--- src/asc_pkg.sv ---
package asc_pkg;

  // register indices; byte address is four times the index
  localparam logic [9:0] RES0_LOW_IDX = 10'h2a0;
  localparam logic [9:0] RES0_HIGH_IDX = 10'h2a1;
  localparam logic [9:0] RES1_LOW_IDX = 10'h2a2;
  localparam logic [9:0] RES1_HIGH_IDX = 10'h2a3;
  localparam logic [9:0] RES2_LOW_IDX = 10'h2a4;
  localparam logic [9:0] RES2_HIGH_IDX = 10'h2a5;
  localparam logic [9:0] RES3_LOW_IDX = 10'h2a6;
  localparam logic [9:0] RES3_HIGH_IDX = 10'h2a7;
  localparam logic [9:0] MODE0_IDX = 10'h2b0;
  localparam logic [9:0] MODE1_IDX = 10'h2b1;

  localparam int ADR_W = 12;
  localparam int RES_W = 10;
  localparam int PAIRS = 4;
  localparam int CH_W = 3;

  localparam logic [7:0] MODE0_RST = 8'h00;
  localparam logic [7:0] MODE1_RST = 8'h00;

  // conversion_mode_control fields
  localparam int M0_END = 7;
  localparam int M0_BUSY = 6;
  localparam int M0_ITM = 3;
  localparam int M0_REPEAT = 2;
  localparam int M0_SCAN = 1;
  localparam int M0_START = 0;

  // channel_reference_control fields
  localparam int M1_VREF = 7;
  localparam int M1_IDLE = 6;
  localparam int M1_EXTEN = 3;
  localparam int M1_CH_LSB = 0;

  // result_pairN_low layout
  localparam int LOW_LSB_POS = 6;
  localparam int LOW_STORED = 0;

  typedef enum logic [2:0] {
    ASC_IDLE = 3'b001,
    ASC_REQ = 3'b010,
    ASC_WAIT = 3'b100
  } asc_fsm_t;

endpackage : asc_pkg

--- src/asc_ctrl.sv ---
// Register access over Wishbone is this design's own decision.
`timescale 1ns/1ns
module asc_ctrl
  import asc_pkg::*;
(
  input wire logic clk_sys_i,
  input wire logic srst_i,
  // classic wishbone slave
  input wire logic cyc_i,
  input wire logic stb_i,
  input wire logic we_i,
  input wire logic [asc_pkg::ADR_W-1:0] adr_i,
  input wire logic [3:0] sel_i,
  input wire logic [31:0] dat_i,
  output logic [31:0] dat_o,
  output logic ack_o,
  // conversion core side
  output logic conv_req_o,
  output logic [asc_pkg::CH_W-1:0] conv_ch_o,
  output logic conv_abort_o,
  input wire logic conv_done_i,
  input wire logic [asc_pkg::RES_W-1:0] conv_data_i,
  output logic reference_power_on_o,
  input wire logic ext_trigger_i,
  input wire logic light_sleep_state_i,
  output logic conv_end_evt_o,
  output logic conv_busy_flag_o
);
  import asc_pkg::*;

  typedef struct packed {
    asc_fsm_t fsm;
    logic [CH_W-1:0] cur;
    logic conv_busy_flag;
    logic conv_end_flag;
    logic go;
    logic repeat_irq_timing;
    logic repeat_mode;
    logic scan_mode;
    logic reference_power_on;
    logic idle_operate_sel;
    logic ext_trigger_enable;
    logic [CH_W-1:0] channel_sel;
    logic ext_prev;
    logic evt;
    logic req;
    logic abort;
    logic pend;
    logic ack;
    logic [7:0] dat;
  } asc_state_t;

  asc_state_t st;
  asc_state_t next_st;

  logic [CH_W-1:0] first_ch;
  logic [CH_W-1:0] next_ch;
  logic last_ch;
  logic [RES_W-1:0] res_rd;
  logic [PAIRS-1:0] res_stored;
  logic [9:0] idx;
  logic is_res;
  logic [1:0] pair;
  logic wr_acc;
  logic rd_acc;
  logic sw_start;
  logic ext_start;
  logic abort_now;
  logic done_now;
  logic store_en;
  logic clr_en;

  asc_scan_step u_step (
    .ch_i(st.channel_sel),
    .scan_i(st.scan_mode),
    .cur_i(st.cur),
    .first_o(first_ch),
    .next_o(next_ch),
    .last_o(last_ch)
  );

  asc_result_store #(
    .WIDTH(RES_W),
    .DEPTH(PAIRS)
  ) u_store (
    .clk_sys_i(clk_sys_i),
    .srst_i(srst_i),
    .wr_en_i(store_en),
    .wr_idx_i(st.cur[1:0]),
    .wr_data_i(conv_data_i),
    .clr_en_i(clr_en),
    .clr_idx_i(pair),
    .rd_idx_i(pair),
    .rd_data_o(res_rd),
    .stored_o(res_stored)
  );

  // address decode; access is carried out one cycle after the request is seen
  always_comb begin
    idx = adr_i[ADR_W-1:2];
    is_res = (idx[9:3] == RES0_LOW_IDX[9:3]);
    pair = idx[2:1];
    wr_acc = st.pend && we_i && sel_i[0];
    rd_acc = st.pend && !we_i;
    sw_start = wr_acc && idx == MODE0_IDX && dat_i[M0_START];
    ext_start = st.ext_trigger_enable && ext_trigger_i && !st.ext_prev;
    abort_now = light_sleep_state_i && !st.idle_operate_sel;
    done_now = st.fsm == ASC_WAIT && conv_done_i && !abort_now;
    store_en = done_now;
    clr_en = rd_acc && is_res && idx[0];
  end

  always_comb begin
    next_st = st;
    next_st.evt = 1'b0;
    next_st.req = 1'b0;
    next_st.abort = 1'b0;
    next_st.ext_prev = ext_trigger_i;
    // bus slave: take, then answer, then drop ack
    if (st.ack) begin
      next_st.ack = 1'b0;
    end
    if (cyc_i && stb_i && !st.ack && !st.pend) begin
      next_st.pend = 1'b1;
    end
    if (st.pend) begin
      next_st.pend = 1'b0;
      next_st.ack = 1'b1;
      next_st.dat = 8'h00;
      if (rd_acc) begin
        if (is_res && !idx[0]) begin
          next_st.dat[7:LOW_LSB_POS] = res_rd[1:0];
          next_st.dat[LOW_STORED] = res_stored[pair];
        end else if (is_res) begin
          next_st.dat = res_rd[RES_W-1:2];
        end else if (idx == MODE0_IDX) begin
          next_st.dat[M0_END] = st.conv_end_flag;
          next_st.dat[M0_BUSY] = st.conv_busy_flag;
          next_st.dat[M0_ITM] = st.repeat_irq_timing;
          next_st.dat[M0_REPEAT] = st.repeat_mode;
          next_st.dat[M0_SCAN] = st.scan_mode;
        end else if (idx == MODE1_IDX) begin
          next_st.dat[M1_VREF] = st.reference_power_on;
          next_st.dat[M1_IDLE] = st.idle_operate_sel;
          next_st.dat[M1_EXTEN] = st.ext_trigger_enable;
          next_st.dat[M1_CH_LSB +: CH_W] = st.channel_sel;
        end
      end
      if (wr_acc && idx == MODE0_IDX) begin
        // reserved bits 5:4 are not stored and read back zero
        next_st.repeat_irq_timing = dat_i[M0_ITM];
        next_st.repeat_mode = dat_i[M0_REPEAT];
        next_st.scan_mode = dat_i[M0_SCAN];
      end
      if (wr_acc && idx == MODE1_IDX) begin
        next_st.reference_power_on = dat_i[M1_VREF];
        next_st.idle_operate_sel = dat_i[M1_IDLE];
        next_st.ext_trigger_enable = dat_i[M1_EXTEN];
        next_st.channel_sel = dat_i[M1_CH_LSB +: CH_W];
      end
    end
    // start requests are latched so the mode just written takes effect
    if (sw_start || ext_start) begin
      next_st.go = 1'b1;
    end
    case (st.fsm)
      ASC_IDLE: begin
        if (st.go) begin
          next_st.go = 1'b0;
          next_st.cur = first_ch;
          next_st.conv_busy_flag = 1'b1;
          next_st.conv_end_flag = 1'b0;
          next_st.fsm = ASC_REQ;
        end
      end
      ASC_REQ: begin
        next_st.req = 1'b1;
        next_st.fsm = ASC_WAIT;
      end
      ASC_WAIT: begin
        next_st.go = 1'b0;
        if (done_now) begin
          if (!last_ch) begin
            next_st.cur = next_ch;
            next_st.fsm = ASC_REQ;
            next_st.evt = st.repeat_mode && st.repeat_irq_timing;
          end else if (st.repeat_mode) begin
            next_st.cur = first_ch;
            next_st.fsm = ASC_REQ;
            next_st.conv_end_flag = 1'b1;
            next_st.evt = 1'b1;
          end else begin
            next_st.conv_busy_flag = 1'b0;
            next_st.conv_end_flag = 1'b1;
            next_st.evt = 1'b1;
            next_st.fsm = ASC_IDLE;
          end
        end
      end
      default: begin
        next_st.fsm = ASC_IDLE;
        next_st.conv_busy_flag = 1'b0;
      end
    endcase
    // sleeping without the continue bit ends any conversion
    if (abort_now) begin
      next_st.fsm = ASC_IDLE;
      next_st.conv_busy_flag = 1'b0;
      next_st.go = 1'b0;
      next_st.req = 1'b0;
      next_st.abort = st.fsm != ASC_IDLE;
    end
  end

  always_ff @(posedge clk_sys_i) begin
    if (srst_i) begin
      st <= '0;
      st.fsm <= ASC_IDLE;
      {st.conv_end_flag, st.conv_busy_flag} <= MODE0_RST[M0_END:M0_BUSY];
      st.repeat_irq_timing <= MODE0_RST[M0_ITM];
      st.repeat_mode <= MODE0_RST[M0_REPEAT];
      st.scan_mode <= MODE0_RST[M0_SCAN];
      st.reference_power_on <= MODE1_RST[M1_VREF];
      st.idle_operate_sel <= MODE1_RST[M1_IDLE];
      st.ext_trigger_enable <= MODE1_RST[M1_EXTEN];
      st.channel_sel <= MODE1_RST[M1_CH_LSB +: CH_W];
    end else begin
      st <= next_st;
    end
  end

  assign dat_o = {24'h00_0000, st.dat};
  assign ack_o = st.ack;
  assign conv_req_o = st.req;
  assign conv_ch_o = st.cur;
  assign conv_abort_o = st.abort;
  assign reference_power_on_o = st.reference_power_on;
  assign conv_end_evt_o = st.evt;
  assign conv_busy_flag_o = st.conv_busy_flag;

  logic idle_go;
  assign idle_go = st.fsm == ASC_IDLE && st.go && !abort_now;
endmodule : asc_ctrl

--- src/asc_result_store.sv ---
`timescale 1ns/1ns
module asc_result_store
  import asc_pkg::*;
#(
  parameter int WIDTH = asc_pkg::RES_W,
  parameter int DEPTH = asc_pkg::PAIRS
) (
  input wire logic clk_sys_i,
  input wire logic srst_i,
  input wire logic wr_en_i,
  input wire logic [$clog2(DEPTH)-1:0] wr_idx_i,
  input wire logic [WIDTH-1:0] wr_data_i,
  input wire logic clr_en_i,
  input wire logic [$clog2(DEPTH)-1:0] clr_idx_i,
  input wire logic [$clog2(DEPTH)-1:0] rd_idx_i,
  output logic [WIDTH-1:0] rd_data_o,
  output logic [DEPTH-1:0] stored_o
);
  import asc_pkg::*;

  typedef struct packed {
    logic [DEPTH-1:0][WIDTH-1:0] mem;
    logic [DEPTH-1:0] stored;
    logic [WIDTH-1:0] rd;
  } asc_store_t;

  asc_store_t st;
  asc_store_t next_st;

  // store wins over a same-cycle clear of the stored indicator
  always_comb begin
    next_st = st;
    next_st.rd = st.mem[rd_idx_i];
    for (int i = 0; i < DEPTH; i++) begin
      if (clr_en_i && clr_idx_i == i) next_st.stored[i] = 1'b0;
      if (wr_en_i && wr_idx_i == i) begin
        next_st.mem[i] = wr_data_i;
        next_st.stored[i] = 1'b1;
      end
    end
  end

  // result contents are left unreset
  always_ff @(posedge clk_sys_i) begin
    st <= next_st;
    if (srst_i) st.stored <= '0;
  end

  assign rd_data_o = st.rd;
  assign stored_o = st.stored;

endmodule : asc_result_store

--- src/asc_scan_step.sv ---
`timescale 1ns/1ns
module asc_scan_step
  import asc_pkg::*;
(
  input wire logic [asc_pkg::CH_W-1:0] ch_i,
  input wire logic scan_i,
  input wire logic [asc_pkg::CH_W-1:0] cur_i,
  output logic [asc_pkg::CH_W-1:0] first_o,
  output logic [asc_pkg::CH_W-1:0] next_o,
  output logic last_o
);
  import asc_pkg::*;

  // scan groups start at input 0 or input 4 and climb to the selected input
  always_comb begin
    first_o = scan_i ? {ch_i[CH_W-1], {(CH_W-1){1'b0}}} : ch_i;
    next_o = CH_W'(cur_i + 1'b1);
    last_o = !scan_i || (cur_i == ch_i);
  end

endmodule : asc_scan_step
--- config.mk ---
export PLATFORM = sky130hd
export DESIGN_NAME = asc_ctrl
export DESIGN_NICKNAME = d
export VERILOG_FILES = /design/src/asc_pkg.sv /design/src/asc_ctrl.sv /design/src/asc_result_store.sv /design/src/asc_scan_step.sv
export SDC_FILE = /design/constraint.sdc
export NUM_CORES = 1
export LEC_CHECK = 0
export ABC_AREA = 1
export BUFFER_PORTS_ARGS = -buffer_cell sky130_fd_sc_hd__buf_2
export CAP_MARGIN = 20
export CORE_ASPECT_RATIO = 1.2
export CORE_MARGIN = 8
export CORE_UTILIZATION = 54
export CTS_BUF_LIST = sky130_fd_sc_hd__clkbuf_8
export CTS_CLUSTER_DIAMETER = 120
export DETAILED_ROUTE_END_ITERATION = 10
export GPL_ROUTABILITY_DRIVEN = 0
export PLACE_DENSITY = 0.79
export SLEW_MARGIN = 10
export SYNTH_ARGS = -nofsm -noshare
export SYNTH_HDL_FRONTEND = slang
export SYNTH_SLANG_ARGS = --single-unit
--- constraint.sdc ---
create_clock -name clk_sys_i -period 1.9 [get_ports clk_sys_i]
set_input_delay 0.19 -clock clk_sys_i [delete_from_list [all_inputs] [get_ports clk_sys_i]]
set_output_delay 0.19 -clock clk_sys_i [all_outputs]
set_load 0.1 [all_outputs]
# --- Word-level counts from Yosys, hierarchy flattened ---
# Cells that the tools add are included.
classes:
  addsub: 1
  magnitude_cmp: 1
  n_eq_ne: 19
  muxes: 41
  bitwise: 4
  n_reduce_logical: 53
ops:
  columns: ["cell", "count"]
  rows:
  - ["$logic_and A1 B1 Y1", 26]
  - ["$bmux W10 S2", 1]
  - ["$eq A10 B10 Y1 const B", 2]
  - ["$mux W9", 2]
  - ["$mux W1", 16]
  - ["$mux W2", 8]
  - ["$mux W8", 2]
  - ["$mux W10", 1]
  - ["$mux W5", 2]
  - ["$reduce_bool A2 Y1", 5]
  - ["$pmux W3 S3", 1]
  - ["$eq A2 B2 Y1 const B", 4]
  - ["$logic_not A1 Y1", 8]
  - ["$mux W4", 2]
  - ["$reduce_and A4 Y1", 2]
  - ["$eq A7 B7 Y1 const B", 1]
  - ["$mux W3", 2]
  - ["$ne A2 B2 Y1 const B", 3]
  - ["$pmux W3 S2", 1]
  - ["$reduce_and A2 Y1", 3]
  - ["$reduce_or A2 Y1", 3]
  - ["$reduce_and A5 Y1", 1]
  - ["$eq A2 B1 Y1 const B", 2]
  - ["$logic_not A2 Y1", 2]
  - ["15 further kinds", 19]
word_totals:
  register_bits: 86
  inputBits: 66
  out_inout_bits: 41
  word_cells: 147

# --- Longest topological paths before layout ---
logic_depth:
  word_depth: 8
  ltp_mapped: 11
  depth_no_buf: 10

# --- Cells and area by module ---
# Synthesis repeated with hierarchy kept, for this count alone.
unflattened:
  hier_cells: 477
  hier_area_um2: 4126.5
by_module_without_submodules:
  columns: ["mod", "n_inst", "cells_per_inst", "area_each_um2"]
  rows:
  - ["asc_result_store", 1, 169, 2060.7]
  - ["asc_ctrl", 1, 289, 1970.6]
  - ["asc_scan_step", 1, 19, 95.1]

# --- Least setup slack after synthesis ---
# Ideal clock, no wire load.
synth_timing:
  kind: "register -> register"
  start: "register st (netlist bit conv_busy_flag_o)"
  end: "register st (netlist bit dat_o[6])"
  arrival_time_ps: 1383
  required_ps: 1841
  setup_slack_ps: 458
  stages_incl_launch_ff: 7
  path_buffers: 0
  period_less_slack_ps: 1442
  path_cell_list: "dfxtp_1 > nand4_1 > nand3_1 > nand2_1 > nand2_1 > nand2_1 > nand2_1"
synth_between:
  elab_chain_len: 4
synth_lines:
  columns: ["item", "line_no", "rtl"]
  rows:
  - ["start: declaration", "asc_ctrl.sv:53", "asc_state_t st;"]
  - ["start signal: assignment", "asc_ctrl.sv:228", "st <= next_st;"]
  - ["$mux W2", "asc_ctrl.sv:136", "end else if (idx == MODE0_IDX) begin"]
  - ["$mux W2", "asc_ctrl.sv:134", "end else if (is_res) begin"]
  - ["$mux W2", "asc_ctrl.sv:131", "if (is_res && !idx[0]) begin"]
  - ["$mux W8", "asc_ctrl.sv:130", "if (rd_acc) begin"]
# No other way between the ends.
# A chain may end at the register's enable or synchronous reset.

# --- Final worst setup path ---
layout_timing:
  start: "register st[18] (netlist name)"
  end: "register u_store.st[16] (netlist name) (enable)"
layout_between:
  elab_chain_len: 5
layout_lines:
  columns: ["item", "line_no", "rtl"]
  rows:
  - ["$logic_not A1 Y1", "asc_ctrl.sv:107", "abort_now = light_sleep_state_i && !st.idle_operate_sel;"]
  - ["$logic_and A1 B1 Y1", "asc_ctrl.sv:107", null]
  - ["$logic_not A1 Y1", null, null]
  - ["$logic_and A1 B1 Y1", "asc_ctrl.sv:108", "done_now = st.fsm == ASC_WAIT && conv_done_i && !abort_now;"]
  - ["$logic_and A1 B1 Y1", "asc_result_store.sv:36", "if (wr_en_i && wr_idx_i == i) begin"]
  - ["end signal: assignment", "asc_result_store.sv:45", "st <= next_st;"]
  - ["end: declaration", "asc_result_store.sv:27", "asc_store_t st;"]
# No other way between the ends.

==> results.ini <==
[clock_network]
root_buffer=clkbuf_8
cts_buffer_depth=2
insertion_delay_ns=0.36
cts_tree=done
clk_pin_slew_ns=0.09
cts_buffers=9
ctsResizeCount=0
htreeDepth=3
numClockSinks=86
hold_buffers=0
postCtsSetupRepairBufs=0

[pwr]
switchingPower_mw=0.996
p_leak_nw=1.92
p_int_mw=2.63
seqPwrFrac=0.540
clkPwrFrac=0.357
ir_drop_mv=0.900
power_density_nw_per_um2=846
power_switching_share=0.275
p_comb_frac=0.103
power_mw=3.62

[critical_path]
arrival_ns=1.69
crit_end=u_store.st[16]
regToRegEndpoint=u_store.st[16]
startpoint_type=register
path_class=register to register
cp_common_cell=nand2_1
cp-startpoint=st[18]
reg2reg_depth=7
r2r_start=st[18]
reg2reg_slack_ns=0.28
required_ns=1.98
crit_path_cell_trace=inv_1 -> nand2_1 -> nand2_1 -> nor2_1 -> nand2_1 -> inv_1 -> buf_12
cp-end-kind=register
cp_slowest_cell=dfxtp_1
max_stage_delay_ns=0.37
crit_fanout=10

[final_layout]
layout-drive-gt1-share=0.179
n_antenna_cell=0
n_fill_cell=577
syn_to_final_growth_pct=12.3
fin_nets=540

[yosys]
avgSynthCellArea_um2=9.08
netlist_instances=420
synth-edff-count=40
synth_most_common_cell=nand2_1
yosysWarnings=0
synth-seq-cells=86
synthTopCellsByCount=nand2_1, dfxtp_1, nor2_1, nand3_1
synth_top_area_cell=edfxtp_1
synth_seq_area_share=0.556
synth_flop_cell=dfxtp_1
synthesis.area_um2=3810
async_reset_ff_frac=0
synthTopCellsByArea=edfxtp_1, dfxtp_1, nand2_1
synth_cell_types=30
synth_top_area_share=0.315

[grt]
grt_first_pass_wirelength_um=13200
gr-total-overflow=0
grt_pass1_vias=2855
track_usage=0.167
grt_max_degree=24
antenna_found_initial=0

[worst_hold_path]
hold_class=input port to register

[sta]
max_freq_mhz=618
fin_crit_ns=1.62
drv_slew=0
finClkSkew_ns=0.0126
grt_setup_unrepaired=false
hold_violations=0
period_share=0.851
setup_viol=0
fin_tns_setup_ns=0

[route]
wl_um=8040
route.detailed.drc=0
post_drt_wl_per_cell_um=14.3
drt_iter0_markers=143
drt_pass1_iterations=6
avgViaCountPerCell=5.19
detail-route-antenna-nets=0
vias=2915

[place]
hpwl_um=5960
port_buffers=51

[floorplanning]
die_height_um=108
ios=107
die_w_um=92.7
initial_core_util=0.556
core_area_um2=6850
rows=33
die_area_um2=10000

[flow_run]
drv_cap=0

[outcome]
status=complete, no violations

-- flip-flops by register name (all words and copies together) (netlist names) --
| name | flops |
|---|---|
| ack_o | 1 |
| conv_req_o | 1 |
| reference_power_on_o | 1 |
| conv_ch_o | 3 |
| conv_busy_flag_o | 1 |
| conv_end_evt_o | 1 |
| dat_o | 8 |
| u_store.rd_data_o | 10 |
| u_store.st | 40 |
| u_store.stored_o | 4 |
| st | 15 |
| conv_abort_o | 1 |
-- how the worst min path moves through the flow --
stage / to / slack (ns) / start / cells after the start
finish: st[13] / 0.04 / ext_trigger_i / 3
global route: u_store.st[15] / 0.03 / conv_data_i[1] / 1
CTS: u_store.st[41] / 0.03 / conv_data_i[7] / 1
detailed placement: u_store.st[31] / 0.41 / conv_data_i[7] / 1
global placement: u_store.st[44] / 0.40 / conv_data_i[0] / 1
floorplan: u_store.st[14] / 0.29 / conv_data_i[0] / 0
-- power by group through the flow --
stage | Combinational [mW] | Clock [mW] | Sequential (mW)
after CTS | 0.370 | 1.30 | 1.96
after global routing | 0.395 | 1.39 | 1.96
after global placement | 0.366 | 0 | 2.00
after floorplan | 0.328 | 0 | 2.00
final | 0.374 | 1.29 | 1.96
after detailed placement | 0.370 | 0 | 2.00
-- area by class of cell --
type / instances / area (um2) / share of cell area
sequential: 86 / 2120 / 0.495
multi-input combinational: 270 / 1310 / 0.306
timing repair buffer: 61 / 380 / 0.0888
inverter: 42 / 158 / 0.0368
clock buffer: 9 / 124 / 0.0289
tap: 87 / 109 / 0.0254
clock inverter: 7 / 77.6 / 0.0181
-- layout by cell type, fill, tap and decap left out --
cell,netlist,layout
nand2_1,79,79
buf_2,0,51
dfxtp_1,46,46
nor2_1,45,45
nand3_1,44,44
inv_1,40,40
edfxtp_1,40,40
conb_1,1,24
nand4_1,15,15
o21ai_0,13,13
a21oi_1,11,11
a22oi_1,10,10
clkbuf_8,0,9
buf_4,35,6
nor3_1,5,5
o211ai_1,4,4
ha_1,4,4
buf_12,0,4
nor2_4,3,3
xnor2_1,3,3
inv_6,0,3
nand2_2,2,2
nand3b_1,2,2
clkinv_1,1,1
inv_2,1,1
nor4_4,1,1
nor2_2,1,1
o22ai_1,1,1
xor2_1,1,1
a31oi_1,1,1
nor4_1,1,1
clkinvlp_4,0,1
bufinv_16,0,1
clkinv_4,0,1
clkinvlp_2,0,1
-- kinds of logic after synthesis --
| logic type | synth area share |
|---|---|
| other | 0.000983 |
| AND/OR/NAND/NOR | 0.236 |
| XOR/XNOR | 0.00919 |
| adder cells (fa/ha/maj) | 0.0131 |
| AO/OA/AOI/OAI | 0.0623 |
| flip-flops | 0.556 |
| buffers and inverters | 0.122 |
-- routing by layer --
layer	part of all wire	track usage
met2	0.52	0.298
met5	0	0
met1	0.39	0.181
met3	0.073	0.0457
met4	0.018	0.0750
-- worst max-delay path: cells and delay by family (launching register included) --
kind                   cells  cell delay [ns]
buffers and inverters      3             0.32
DFF                        1             0.37
and+or+nand+nor            4             0.64
-- per-stage QoR --
step	cells	utilization	hold WS (ns)	worst slack (ns)	cell area [um2]
4_1_cts	562	0.625	0.0345	0.267	4280
2_1_floorplan	443	-	0.289	0.458	3900
5_1_grt	562	0.625	0.0293	0.168	4280
3_5_place_dp	546	0.595	0.406	0.284	4080
6_report	562	0.625	0.0354	0.283	4280
3_3_place_gp	546	0.595	0.399	0.297	4080
No activity file was read; power rests on OpenSTA's default activity.
